$ cat src/rtl/dcwtu_pkg.sv
package dcwtu_pkg;

    // ----------------------------------------
    // Register map
    // ----------------------------------------
    localparam logic [11:0] FCW2_LO_OFFSET = 12'h000;
    localparam logic [11:0] FCW2_HI_OFFSET = 12'h004;
    localparam logic [11:0] STATUS_OFFSET = 12'h008;

    // ----------------------------------------
    // Field positions (48-bit word)
    // ----------------------------------------
    localparam int RED_PDC_LSB = 0;
    localparam int GRN_PDC_LSB = 4;
    localparam int BLU_PDC_LSB = 8;
    localparam int RED_DUMMY_LSB = 12;
    localparam int GRN_DUMMY_LSB = 16;
    localparam int BLU_DUMMY_LSB = 20;
    localparam int RED_RISE_LSB = 24;
    localparam int GRN_RISE_LSB = 28;
    localparam int BLU_RISE_LSB = 32;
    localparam int RSVD_LO_LSB = 36;
    localparam int RED_NOISE_BIT = 39;
    localparam int GRN_NOISE_BIT = 40;
    localparam int BLU_NOISE_BIT = 41;
    localparam int SUBP_LIMIT_BIT = 42;
    localparam int LAYOUT_LSB = 43;
    localparam int RSVD_HI_BIT = 46;
    localparam int POWER_SAVE_BIT = 47;

    // ----------------------------------------
    // Reset value of the whole word
    // ----------------------------------------
    localparam logic [3:0] PDC_RESET = 4'h6;
    localparam logic [47:0] FCW2_RESET = 48'h0380_0000_0666;

    // ----------------------------------------
    // Layout codes
    // ----------------------------------------
    typedef enum logic [2:0] {
        LAYOUT_16X16 = 3'h0,
        LAYOUT_32X32 = 3'h1,
        LAYOUT_48X48_D123 = 3'h2,
        LAYOUT_48X48_D132 = 3'h3,
        LAYOUT_48X64_D123 = 3'h4,
        LAYOUT_48X64_D132 = 3'h5,
        LAYOUT_64X64_D1234 = 3'h6,
        LAYOUT_64X64_D1423 = 3'h7
    } dcwtu_layout_t;

    // Scan order codes: 0 = D1 D2 D3 (D4), 1 = D1 D3 D2, 2 = D1 D4 D2 D3
    localparam logic [1:0] SCAN_NATURAL = 2'h0;
    localparam logic [1:0] SCAN_SWAP23 = 2'h1;
    localparam logic [1:0] SCAN_D4_SECOND = 2'h2;

endpackage : dcwtu_pkg

$ cat src/rtl/dcwtu_regs.sv
`timescale 1ns/1ps

// Summary of operation
// - Bits 7-4 hold the green pre-discharge code, reset 0110b, 0000b lowest voltage.
// - Bits 11-8 hold the blue pre-discharge code, reset 0110b, up to 1111b highest.
// - Bits 15-12, 19-16, 23-20 hold red, green, blue dummy one-shot levels, reset zero.
// - Bits 27-24, 31-28, 35-32 hold red, green, blue rising one-shot levels, reset zero.
// - Bits 39, 40, 41 select red, green, blue immunity, reset 1 meaning low immunity.
// - Bit 42, reset 0, limits the maximum PWM subperiod to 256 when set.
// - Layout code 000b gives 16x16 pixels and 001b gives 32x32 pixels.
// - Codes 010b, 100b, 101b give 48x48 D1-D2-D3, 48x64 D1-D2-D3 and 48x64 D1-D3-D2.
// - Codes 110b and 111b give 64x64 with scan D1-D2-D3-D4 and D1-D4-D2-D3.
// - Bit 47, reset 0, enables matrix power saving when set.
// - Bits 3-0 hold the red pre-discharge code, reset 0110b.
module dcwtu_regs
    import dcwtu_pkg::*;
(
    // APB slave
    input wire logic pclk,
    input wire logic presetn,
    input wire logic psel,
    input wire logic penable,
    input wire logic pwrite,
    input wire logic [11:0] paddr,
    input wire logic [31:0] pwdata,
    input wire logic [3:0] pstrb,
    output logic [31:0] prdata,
    output logic pready,
    output logic pslverr,
    // Pre-discharge codes
    output logic [3:0] red_predischarge_voltage,
    output logic [3:0] green_predischarge_voltage,
    output logic [3:0] blue_predischarge_voltage,
    // One-shot levels
    output logic [3:0] red_dummy_oneshot_level,
    output logic [3:0] green_dummy_oneshot_level,
    output logic [3:0] blue_dummy_oneshot_level,
    output logic [3:0] red_rising_oneshot_level,
    output logic [3:0] green_rising_oneshot_level,
    output logic [3:0] blue_rising_oneshot_level,
    // Group and mode controls
    output logic red_group_noise_select,
    output logic green_group_noise_select,
    output logic blue_group_noise_select,
    output logic subperiod_limit_enable,
    output logic [2:0] module_layout_select,
    output logic matrix_power_saving_enable,
    // Decoded layout and subperiod limit
    output logic [2:0] stacked_devices,
    output logic [1:0] reversed_devices,
    output logic [1:0] scan_order,
    output logic [8:0] max_subperiod
);

    // ----------------------------------------
    // Word storage
    // ----------------------------------------
    logic [47:0] word_reg;
    logic [47:0] word_next;
    logic [31:0] prdata_reg;
    logic [31:0] prdata_next;

    function automatic logic [31:0] merge_bytes(input logic [31:0] old_val,
                                                input logic [31:0] new_val,
                                                input logic [3:0] strb);
        logic [31:0] res;
        res = old_val;
        for (int i = 0; i < 4; i++) begin
            if (strb[i]) begin
                res[i*8 +: 8] = new_val[i*8 +: 8];
            end
        end
        return res;
    endfunction : merge_bytes

    logic access;
    logic setup;
    logic unmapped;
    assign access = psel && penable;
    assign setup = psel && !penable;
    assign unmapped = (paddr != FCW2_LO_OFFSET) && (paddr != FCW2_HI_OFFSET)
                      && (paddr != STATUS_OFFSET);

    // Zero wait states: every access completes in its first access cycle
    assign pready = 1'b1;
    assign pslverr = access && unmapped;
    assign prdata = prdata_reg;

    always_comb begin
        logic [31:0] merged;
        merged = 32'h0000_0000;
        word_next = word_reg;
        prdata_next = prdata_reg;
        if (access && pwrite) begin
            if (paddr == FCW2_LO_OFFSET) begin
                word_next[31:0] = merge_bytes(word_reg[31:0], pwdata, pstrb);
            end else if (paddr == FCW2_HI_OFFSET) begin
                merged = merge_bytes({16'h0000, word_reg[47:32]}, pwdata, pstrb);
                word_next[47:32] = merged[15:0];
            end
        end else if (setup && !pwrite) begin
            // Loaded in setup so the word stands at the completing access edge
            if (paddr == FCW2_LO_OFFSET) begin
                prdata_next = word_reg[31:0];
            end else if (paddr == FCW2_HI_OFFSET) begin
                prdata_next = {16'h0000, word_reg[47:32]};
            end else if (paddr == STATUS_OFFSET) begin
                prdata_next = {16'h0000, max_subperiod, scan_order, reversed_devices,
                               stacked_devices};
            end else begin
                prdata_next = 32'h0000_0000;
            end
        end
    end

    always_ff @(posedge pclk or negedge presetn) begin
        if (!presetn) begin
            word_reg <= FCW2_RESET;
            prdata_reg <= 32'h0000_0000;
        end else begin
            word_reg <= word_next;
            prdata_reg <= prdata_next;
        end
    end

    // ----------------------------------------
    // Field outputs
    // ----------------------------------------
    assign red_predischarge_voltage = word_reg[RED_PDC_LSB +: 4];
    assign green_predischarge_voltage = word_reg[GRN_PDC_LSB +: 4];
    assign blue_predischarge_voltage = word_reg[BLU_PDC_LSB +: 4];
    assign red_dummy_oneshot_level = word_reg[RED_DUMMY_LSB +: 4];
    assign green_dummy_oneshot_level = word_reg[GRN_DUMMY_LSB +: 4];
    assign blue_dummy_oneshot_level = word_reg[BLU_DUMMY_LSB +: 4];
    assign red_rising_oneshot_level = word_reg[RED_RISE_LSB +: 4];
    assign green_rising_oneshot_level = word_reg[GRN_RISE_LSB +: 4];
    assign blue_rising_oneshot_level = word_reg[BLU_RISE_LSB +: 4];
    assign red_group_noise_select = word_reg[RED_NOISE_BIT];
    assign green_group_noise_select = word_reg[GRN_NOISE_BIT];
    assign blue_group_noise_select = word_reg[BLU_NOISE_BIT];
    assign subperiod_limit_enable = word_reg[SUBP_LIMIT_BIT];
    assign module_layout_select = word_reg[LAYOUT_LSB +: 3];
    assign matrix_power_saving_enable = word_reg[POWER_SAVE_BIT];

    // Zero means no limit beyond the normal subperiod range
    assign max_subperiod = subperiod_limit_enable ? 9'h100 : 9'h000;

    // ----------------------------------------
    // Layout decode
    // ----------------------------------------
    always_comb begin
        stacked_devices = 3'h1;
        reversed_devices = 2'h0;
        scan_order = SCAN_NATURAL;
        case (dcwtu_layout_t'(module_layout_select))
            LAYOUT_16X16: begin
                stacked_devices = 3'h1;
            end
            LAYOUT_32X32: begin
                stacked_devices = 3'h2;
            end
            LAYOUT_48X48_D123: begin
                stacked_devices = 3'h3;
                reversed_devices = 2'h1;
            end
            LAYOUT_48X48_D132: begin
                stacked_devices = 3'h3;
                reversed_devices = 2'h1;
                scan_order = SCAN_SWAP23;
            end
            LAYOUT_48X64_D123: begin
                stacked_devices = 3'h4;
                reversed_devices = 2'h2;
            end
            LAYOUT_48X64_D132: begin
                stacked_devices = 3'h4;
                reversed_devices = 2'h2;
                scan_order = SCAN_SWAP23;
            end
            LAYOUT_64X64_D1234: begin
                stacked_devices = 3'h4;
                reversed_devices = 2'h2;
            end
            LAYOUT_64X64_D1423: begin
                stacked_devices = 3'h4;
                reversed_devices = 2'h2;
                scan_order = SCAN_D4_SECOND;
            end
            default: begin
                stacked_devices = 3'h1;
            end
        endcase
    end

    // ----------------------------------------
    // Checks
    // ----------------------------------------
    AST_GREEN_WRITE: assert property (@(posedge pclk) disable iff (!presetn)
        (access && pwrite && paddr == FCW2_LO_OFFSET && pstrb[0])
        |=> green_predischarge_voltage == $past(pwdata[7:4]))
        else $error("green code not written");
    AST_BLUE_WRITE: assert property (@(posedge pclk) disable iff (!presetn)
        (access && pwrite && paddr == FCW2_LO_OFFSET && pstrb[1])
        |=> blue_predischarge_voltage == $past(pwdata[11:8]))
        else $error("blue code not written");
    AST_RED_WRITE: assert property (@(posedge pclk) disable iff (!presetn)
        (access && pwrite && paddr == FCW2_LO_OFFSET && pstrb[0])
        |=> red_predischarge_voltage == $past(pwdata[3:0]))
        else $error("red code not written");
    AST_DUMMY_WRITE: assert property (@(posedge pclk) disable iff (!presetn)
        (access && pwrite && paddr == FCW2_LO_OFFSET && pstrb[2])
        |=> {blue_dummy_oneshot_level, green_dummy_oneshot_level} == $past(pwdata[23:16]))
        else $error("dummy levels not written");
    AST_RISE_WRITE: assert property (@(posedge pclk) disable iff (!presetn)
        (access && pwrite && paddr == FCW2_HI_OFFSET && pstrb[0])
        |=> blue_rising_oneshot_level == $past(pwdata[3:0]))
        else $error("blue rising level not written");
    AST_NOISE_WRITE: assert property (@(posedge pclk) disable iff (!presetn)
        (access && pwrite && paddr == FCW2_HI_OFFSET && pstrb[1:0] == 2'h3)
        |=> {blue_group_noise_select, green_group_noise_select, red_group_noise_select}
            == $past(pwdata[9:7]))
        else $error("immunity selects not written");
    AST_SUBP_LIMIT: assert property (@(posedge pclk) disable iff (!presetn)
        (access && pwrite && paddr == FCW2_HI_OFFSET && pstrb[1])
        |=> subperiod_limit_enable == $past(pwdata[10])
            && max_subperiod[8] == $past(pwdata[10]) && max_subperiod[7:0] == 8'h00)
        else $error("subperiod limit mismatch");
    AST_LAYOUT_48: assert property (@(posedge pclk) disable iff (!presetn)
        (module_layout_select == 3'h2 || module_layout_select == 3'h3)
        |-> stacked_devices == 3'h3 && reversed_devices == 2'h1)
        else $error("48x48 layout decode wrong");
    AST_LAYOUT_64: assert property (@(posedge pclk) disable iff (!presetn)
        (module_layout_select == 3'h7) |-> scan_order == SCAN_D4_SECOND)
        else $error("64x64 scan order wrong");
    AST_POWER_SAVE: assert property (@(posedge pclk) disable iff (!presetn)
        (access && pwrite && paddr == FCW2_HI_OFFSET && pstrb[1])
        |=> matrix_power_saving_enable == $past(pwdata[15]))
        else $error("power saving bit not written");
    AST_SMALL_LAYOUT: assert property (@(posedge pclk) disable iff (!presetn)
        (module_layout_select == 3'h1) |-> stacked_devices == 3'h2)
        else $error("32x32 layout decode wrong");

    // ----------------------------------------
    // Further field writes, word hold and word reset
    // ----------------------------------------
    AST_RED_DUMMY: assert property (@(posedge pclk) disable iff (!presetn)
        (access && pwrite && paddr == FCW2_LO_OFFSET && pstrb[1])
        |=> red_dummy_oneshot_level == $past(pwdata[15:12]))
        else $error("red dummy level not written");
    AST_RED_GREEN_RISE: assert property (@(posedge pclk) disable iff (!presetn)
        (access && pwrite && paddr == FCW2_LO_OFFSET && pstrb[3])
        |=> {green_rising_oneshot_level, red_rising_oneshot_level} == $past(pwdata[31:24]))
        else $error("red or green rising level not written");
    AST_LAYOUT_WRITE: assert property (@(posedge pclk) disable iff (!presetn)
        (access && pwrite && paddr == FCW2_HI_OFFSET && pstrb[1])
        |=> module_layout_select == $past(pwdata[13:11]))
        else $error("layout code not written");
    AST_WORD_HOLD: assert property (@(posedge pclk) disable iff (!presetn)
        !(access && pwrite && (paddr == FCW2_LO_OFFSET || paddr == FCW2_HI_OFFSET))
        |=> $stable(word_reg))
        else $error("word changed without a write");
    AST_RESET_WORD: assert property (@(posedge pclk)
        !presetn |=> word_reg == FCW2_RESET)
        else $error("word not at its reset value");

    // ----------------------------------------
    // Further layout decode
    // ----------------------------------------
    AST_LAYOUT_16: assert property (@(posedge pclk) disable iff (!presetn)
        (module_layout_select == 3'h0)
        |-> stacked_devices == 3'h1 && reversed_devices == 2'h0 && scan_order == SCAN_NATURAL)
        else $error("16x16 layout decode wrong");
    AST_LAYOUT_48_D123: assert property (@(posedge pclk) disable iff (!presetn)
        (module_layout_select == 3'h2) |-> scan_order == SCAN_NATURAL)
        else $error("48x48 natural scan wrong");
    AST_LAYOUT_48_D132: assert property (@(posedge pclk) disable iff (!presetn)
        (module_layout_select == 3'h3) |-> scan_order == SCAN_SWAP23)
        else $error("48x48 swapped scan wrong");
    AST_LAYOUT_48X64: assert property (@(posedge pclk) disable iff (!presetn)
        (module_layout_select == 3'h4 || module_layout_select == 3'h5)
        |-> stacked_devices == 3'h4 && reversed_devices == 2'h2)
        else $error("48x64 layout decode wrong");
    AST_LAYOUT_48X64_SCAN: assert property (@(posedge pclk) disable iff (!presetn)
        (module_layout_select == 3'h5) |-> scan_order == SCAN_SWAP23)
        else $error("48x64 swapped scan wrong");
    AST_LAYOUT_64_DEVICES: assert property (@(posedge pclk) disable iff (!presetn)
        (module_layout_select == 3'h6 || module_layout_select == 3'h7)
        |-> stacked_devices == 3'h4 && reversed_devices == 2'h2)
        else $error("64x64 layout decode wrong");
    AST_LAYOUT_64_NATURAL: assert property (@(posedge pclk) disable iff (!presetn)
        (module_layout_select == 3'h6) |-> scan_order == SCAN_NATURAL)
        else $error("64x64 natural scan wrong");

    // ----------------------------------------
    // Read path
    // ----------------------------------------
    AST_READ_LOW: assert property (@(posedge pclk) disable iff (!presetn)
        (setup && !pwrite && paddr == FCW2_LO_OFFSET)
        |=> prdata == $past(word_reg[31:0]))
        else $error("low word read wrong");
    AST_READ_HIGH: assert property (@(posedge pclk) disable iff (!presetn)
        (setup && !pwrite && paddr == FCW2_HI_OFFSET)
        |=> prdata == {16'h0000, $past(word_reg[47:32])})
        else $error("high word read wrong");
    AST_READ_STATUS: assert property (@(posedge pclk) disable iff (!presetn)
        (setup && !pwrite && paddr == STATUS_OFFSET)
        |=> prdata[2:0] == $past(stacked_devices) && prdata[6:5] == $past(scan_order))
        else $error("status read wrong");

endmodule : dcwtu_regs

$ cat config.mk
export PLATFORM = sky130hd
export DESIGN_NAME = dcwtu_regs
export DESIGN_NICKNAME = d
export VERILOG_FILES = /design/src/rtl/dcwtu_pkg.sv /design/src/rtl/dcwtu_regs.sv
export SDC_FILE = /design/constraint.sdc
export NUM_CORES = 1
export LEC_CHECK = 0
export BUFFER_PORTS_ARGS = -buffer_cell sky130_fd_sc_hd__buf_2
export CAP_MARGIN = 20
export CORE_ASPECT_RATIO = 1.75
export CORE_MARGIN = 4
export CORE_UTILIZATION = 39
export DETAILED_ROUTE_END_ITERATION = 8
export PLACE_DENSITY_LB_ADDON = 0.3
export SYNTH_ARGS = -nofsm -noshare
export SYNTH_HDL_FRONTEND = slang
export SYNTH_SLANG_ARGS = --single-unit
$ cat constraint.sdc
create_clock -name pclk -period 2.07 [get_ports pclk]
set_input_delay 0.3105 -clock pclk [delete_from_list [all_inputs] [get_ports pclk]]
set_output_delay 0.3105 -clock pclk [all_outputs]
set_load 0.01 [all_outputs]
Word-level counts from Yosys, hierarchy flattened
Index checks and enable logic that the tools add are counted.

word-level totals
  logic and storage cells = 49
  bits in registers = 80
  output and inout bits = 94

operators by class
  equality and inequality tests = 11
  muxes and demuxes = 7
  bitwise gates (word level) = 2
  reductions and logical operators = 22

operators by type and width
  cell                                                                       number
  16-bit two-way mux                                                         2
  32-bit two-way mux                                                         1
  12-bit by 3-bit equality test with 1-bit output (second input constant)    1
  12-bit by 4-bit equality test with 1-bit output (second input constant)    1
  3-bit equality test (second input constant)                                4
  12-bit logical NOT                                                         1
  12-bit by 3-bit inequality test with 1-bit output (second input constant)  1
  12-bit by 4-bit inequality test with 1-bit output (second input constant)  1
  3-bit one-hot mux with 4 select lines                                      1
  3-bit AND reduction                                                        4
  12-bit nonzero test                                                        1
  9-bit two-way mux                                                          1
  2-bit one-hot mux with 2 select lines                                      2
  4-bit AND reduction                                                        2
  1-bit logical AND                                                          7
  3-bit by 2-bit equality test with 1-bit output (second input constant)     2
  2-bit OR reduction                                                         2
  4-bit OR reduction                                                         1
  3-bit by 1-bit equality test with 1-bit output (second input constant)     1
  3-bit logical NOT                                                          1
  1-bit logical NOT                                                          2
  1-bit inverter                                                             2
  2-bit AND reduction                                                        1

Logic depth before layout (Yosys ltp)
  depth after elaboration = 6
  mapped depth = 6
  depth with buffers taken out = 4

Least setup slack after synthesis
No wires, ideal clock.

  path type = input to register
  start point = input port paddr[5]
  end point = register word_reg[0]
  setup slack = 0.300 ns
  setup time = 0.125 ns
  arrival = 1.645 ns
  stages = 4
  path through = nor4_2 nand3_1 nor2_2 mux2_2

between the ends
  cells in the longest elaborated chain, start to end = 2

RTL lines
  element                        RTL line           RTL
  start, declared                dcwtu_regs.sv:24   input wire logic [11:0] paddr,
  12-bit logical NOT             dcwtu_regs.sv:95   if (paddr == FCW2_LO_OFFSET) begin
  3-bit AND reduction (no line)  --
  end signal, assigned           dcwtu_regs.sv:121  word_reg <= word_next;
  end, declared                  dcwtu_regs.sv:58   logic [47:0] word_reg;

No other way between the ends.
A chain may end at the register's enable or synchronous reset.

Worst setup path in the final report
  start point = input port paddr[11]
  end point = output port pslverr

between the ends
  cells in the longest elaborated chain, start to end = 4
  elaborated cells on any way between the ends = 6
  classes of those cells = eq/ne: 2; reduce/logical: 4

RTL lines
  element                                                                                   RTL line          RTL
  12-bit by 3-bit inequality test with 1-bit output or 12-bit nonzero test (tied branches)  dcwtu_regs.sv:81  assign unmapped = (paddr != FCW2_LO_OFFSET) && (paddr != FCW2_HI_OFFSET)
  1-bit logical AND                                                                         dcwtu_regs.sv:81
  1-bit logical AND *                                                                       dcwtu_regs.sv:82  && (paddr != STATUS_OFFSET);
  1-bit logical AND *                                                                       dcwtu_regs.sv:86  assign pslverr = access && unmapped;
  end, declared                                                                             dcwtu_regs.sv:29  output logic pslverr,

Mark *: on every way between the ends. The rest lies on a longest branch, timed or not.

==> results.md <==
- Synth async-reset ratio: 100.0%
- Max-slew violations: 0
- Drt via density: 4.932
- Final min period: 1.861 ns
- Placed instance area: 4347 µm²
- Setup violators final: 0
- Detailed Route WL: 9447 µm
- Clk sinks: 80
- Sequential area share after synthesis: 53.87%
- Worst Setup Start Kind: input pin
- Number of buffers created by CTS: 9
- Synth top area share: 47.54%
- Critical Path Fanout Max: 7
- Power per cell area: 729.6 nW/µm²
- Post-CTS sizing: 0
- GP Congestion: 0.8393
- Hold WS: -0.008507 ns
- CP peak stage delay: 0.52 ns
- Core ar.: 9409 µm²
- Ys Warns: 0
- TritonCTS clock tree: built
- Critical Path, Cell by Cell: buf_2 > nor4_4 > and3_2 > a21oi_1 > buf_2
- Crit path kind: input pin to primary output
- Post-Syn Instances: 304
- First-pass iteration count of the detailed router: 4
- Placed insts: 526
- Top cells by count, synth: 71 x dfrtp_1, 50 x buf_4, 48 x mux2_2
- Synthesized cell area: 3737 µm²
- Total power: 3.401 mW
- Status: finished, violations left
- Unrepaired setup endpoints after global routing: no
- Fin crit share: 89.91%
- Clock Skews: 0.006572 ns
- Highest-delay cell along the critical path: nor4_4
- Top post-synthesis cells by area: dfrtp_1 48%, mux2_2 14%, buf_4 10%, dfstp_2 6.3%, a22o_1 3.7%
- Reg2reg path depth: 4
- CP most frequent cell: buf_2
- Setup TNS: 0 ns
- Clk pin slew, worst setup/hold paths: 0.06 ns
- Row count: 47
- Post-synth top area cell: dfrtp_1
- Vias in the first global route: 2,803
- HPWL Detailed: 7438 µm
- WL/cell: 17.37 µm
- DP Worst Slack: 0.1154 ns
- Post-route cell area: 4662 µm²
- Max_slew headroom: 59.19%
- Die X: 82 µm
- GRT Overall Usage: 17.25%
- Synthesized area per cell: 12.29 µm²
- Arrival time worst endpoint: 1.55 ns
- Hold Fails Final Rpt: 10
- Clock Tree Buf Depth: 2
- Fill count: 873
- First-pass GRT wire length: 14,390 µm
- Required @ worst endpoint: 1.76 ns
- Peak supply drop: 0.5032 mV
- Netlist cell types: 38
- Most used DFF post-synth: dfrtp_1
- Initial drt markers: 70
- Worst-Margin Slew: 0.6122 ns
- Most frequent cell after synthesis: dfrtp_1
- Worst Slack Setup Final: 0.2089 ns
- Worst min path class: input pin to asynchronous set/reset pin
- Largest net degree at the start of global routing: 48
- Initial antenna violation count: 2
- Clk_lat worst skew: 0.33 ns
- Die area: 11,280 µm²
- Share of cells above drive strength 1: 57.14%
- Top-Level Pins: 147
- Initial Utilization: 39.72%
- Failing checks: hold timing
- Setup crit end kind: primary output
- Setup repair bufs after CTS: 0
- Yosys reg bits: 80
- Non-filler cells, final: 544
- Port bufs: 137
- Max reg flops: 48
- EDFF count, synth: 0
- Max_cap viols: 0
- Fmax: 537.3 MHz
- Final nets: 468
- Final Core Density: 49.55%
- DR vias: 2,683
- P&R area growth vs syn: 24.74%
- Post-CTS Hold Buffers: 0
- Die Height: 137.5 µm
- # DRC: 0
- CTS root buffer: clkbuf_16
- Max H-tree Level: 3
- Lkg Pwr: 2.543 nW
- GR Overflow Total: 0
- Detail Route Antenna Nets: 0
cell type report:
cell class	instances	area, µm²	share of cell area [%]
multi-input cells	163	1301	27.91
repair buffers	154	853.3	18.30
clock buffers	13	270.3	5.797
inverters	7	26.28	0.5636
flip-flops and latches	80	2013	43.18
diodes	2	5.005	0.1074
well taps	122	152.6	3.274
clock inverters	3	40.04	0.8588
cell families after synthesis:
group,share of synthesized area (%)
buf+inv,12.02
simple gates,8.739
flops,53.87
xor+xnor,0.2344
other cells,0.2009
mux,14.46
compound gates,10.48
worst max-delay path: cells and delay by family:
kind / cells / cell delay [ns]
buffers and inverters: 2 / 0.26
AND/OR/NAND/NOR: 2 / 0.87
AO/OA/AOI/OAI: 1 / 0.10
routing by layer:
metal  vias up  part of all wire, %  global-route usage [%]
li1       1247                    -                       -
met1      1313                   36                   18.87
met2       110                   54                   30.56
met3        13                  7.2                   4.123
met4         0                  2.0                   8.133
met5         -                    0                       0
where the power goes:
group          switching (mW)  internal [mW]  total, mW
combinational           0.114         0.0745      0.188
clock                   0.598           1.03       1.63
sequential            0.00848           1.58       1.59
total                   0.720           2.68       3.40
cell usage in the layout (no fill, tap or decap), types with 2 or more instances in the layout:
master	instances
a21oi_1	10
a221o_1	8
a22o_1	16
and2_0	8
and2_1	2
and3_2	3
buf_12	3
buf_2	136
buf_4	15
clkbuf_16	9
clkbuf_8	3
clkinv_2	2
conb_1	9
dfrtp_1	71
dfstp_2	9
diode_2	2
inv_1	7
mux2_2	48
nand2_1	13
nand3_1	3
nand3_2	2
nor2_1	5
nor2_2	4
o211ai_1	3
o21ai_0	8
o221ai_1	2
o22ai_1	4
worst paths after layout:
kind                                                from                        to  slack [ns]
min in group pclk                             pwdata[23]  word_reg[23]$_DFFE_PN0P_        0.21
worst max register to register  word_reg[44]$_DFFE_PN0P_     prdata[5]$_DFFE_PN0P_        0.56
worst min-delay path                             presetn  word_reg[46]$_DFFE_PN0P_      -0.009
worst max-delay path                           paddr[11]                   pslverr        0.21
worst min register to register     prdata[1]$_DFFE_PN0P_     prdata[1]$_DFFE_PN0P_        0.49
max in group asynchronous                        presetn     prdata[5]$_DFFE_PN0P_        1.51
Power figures use the tool's default switching activity.
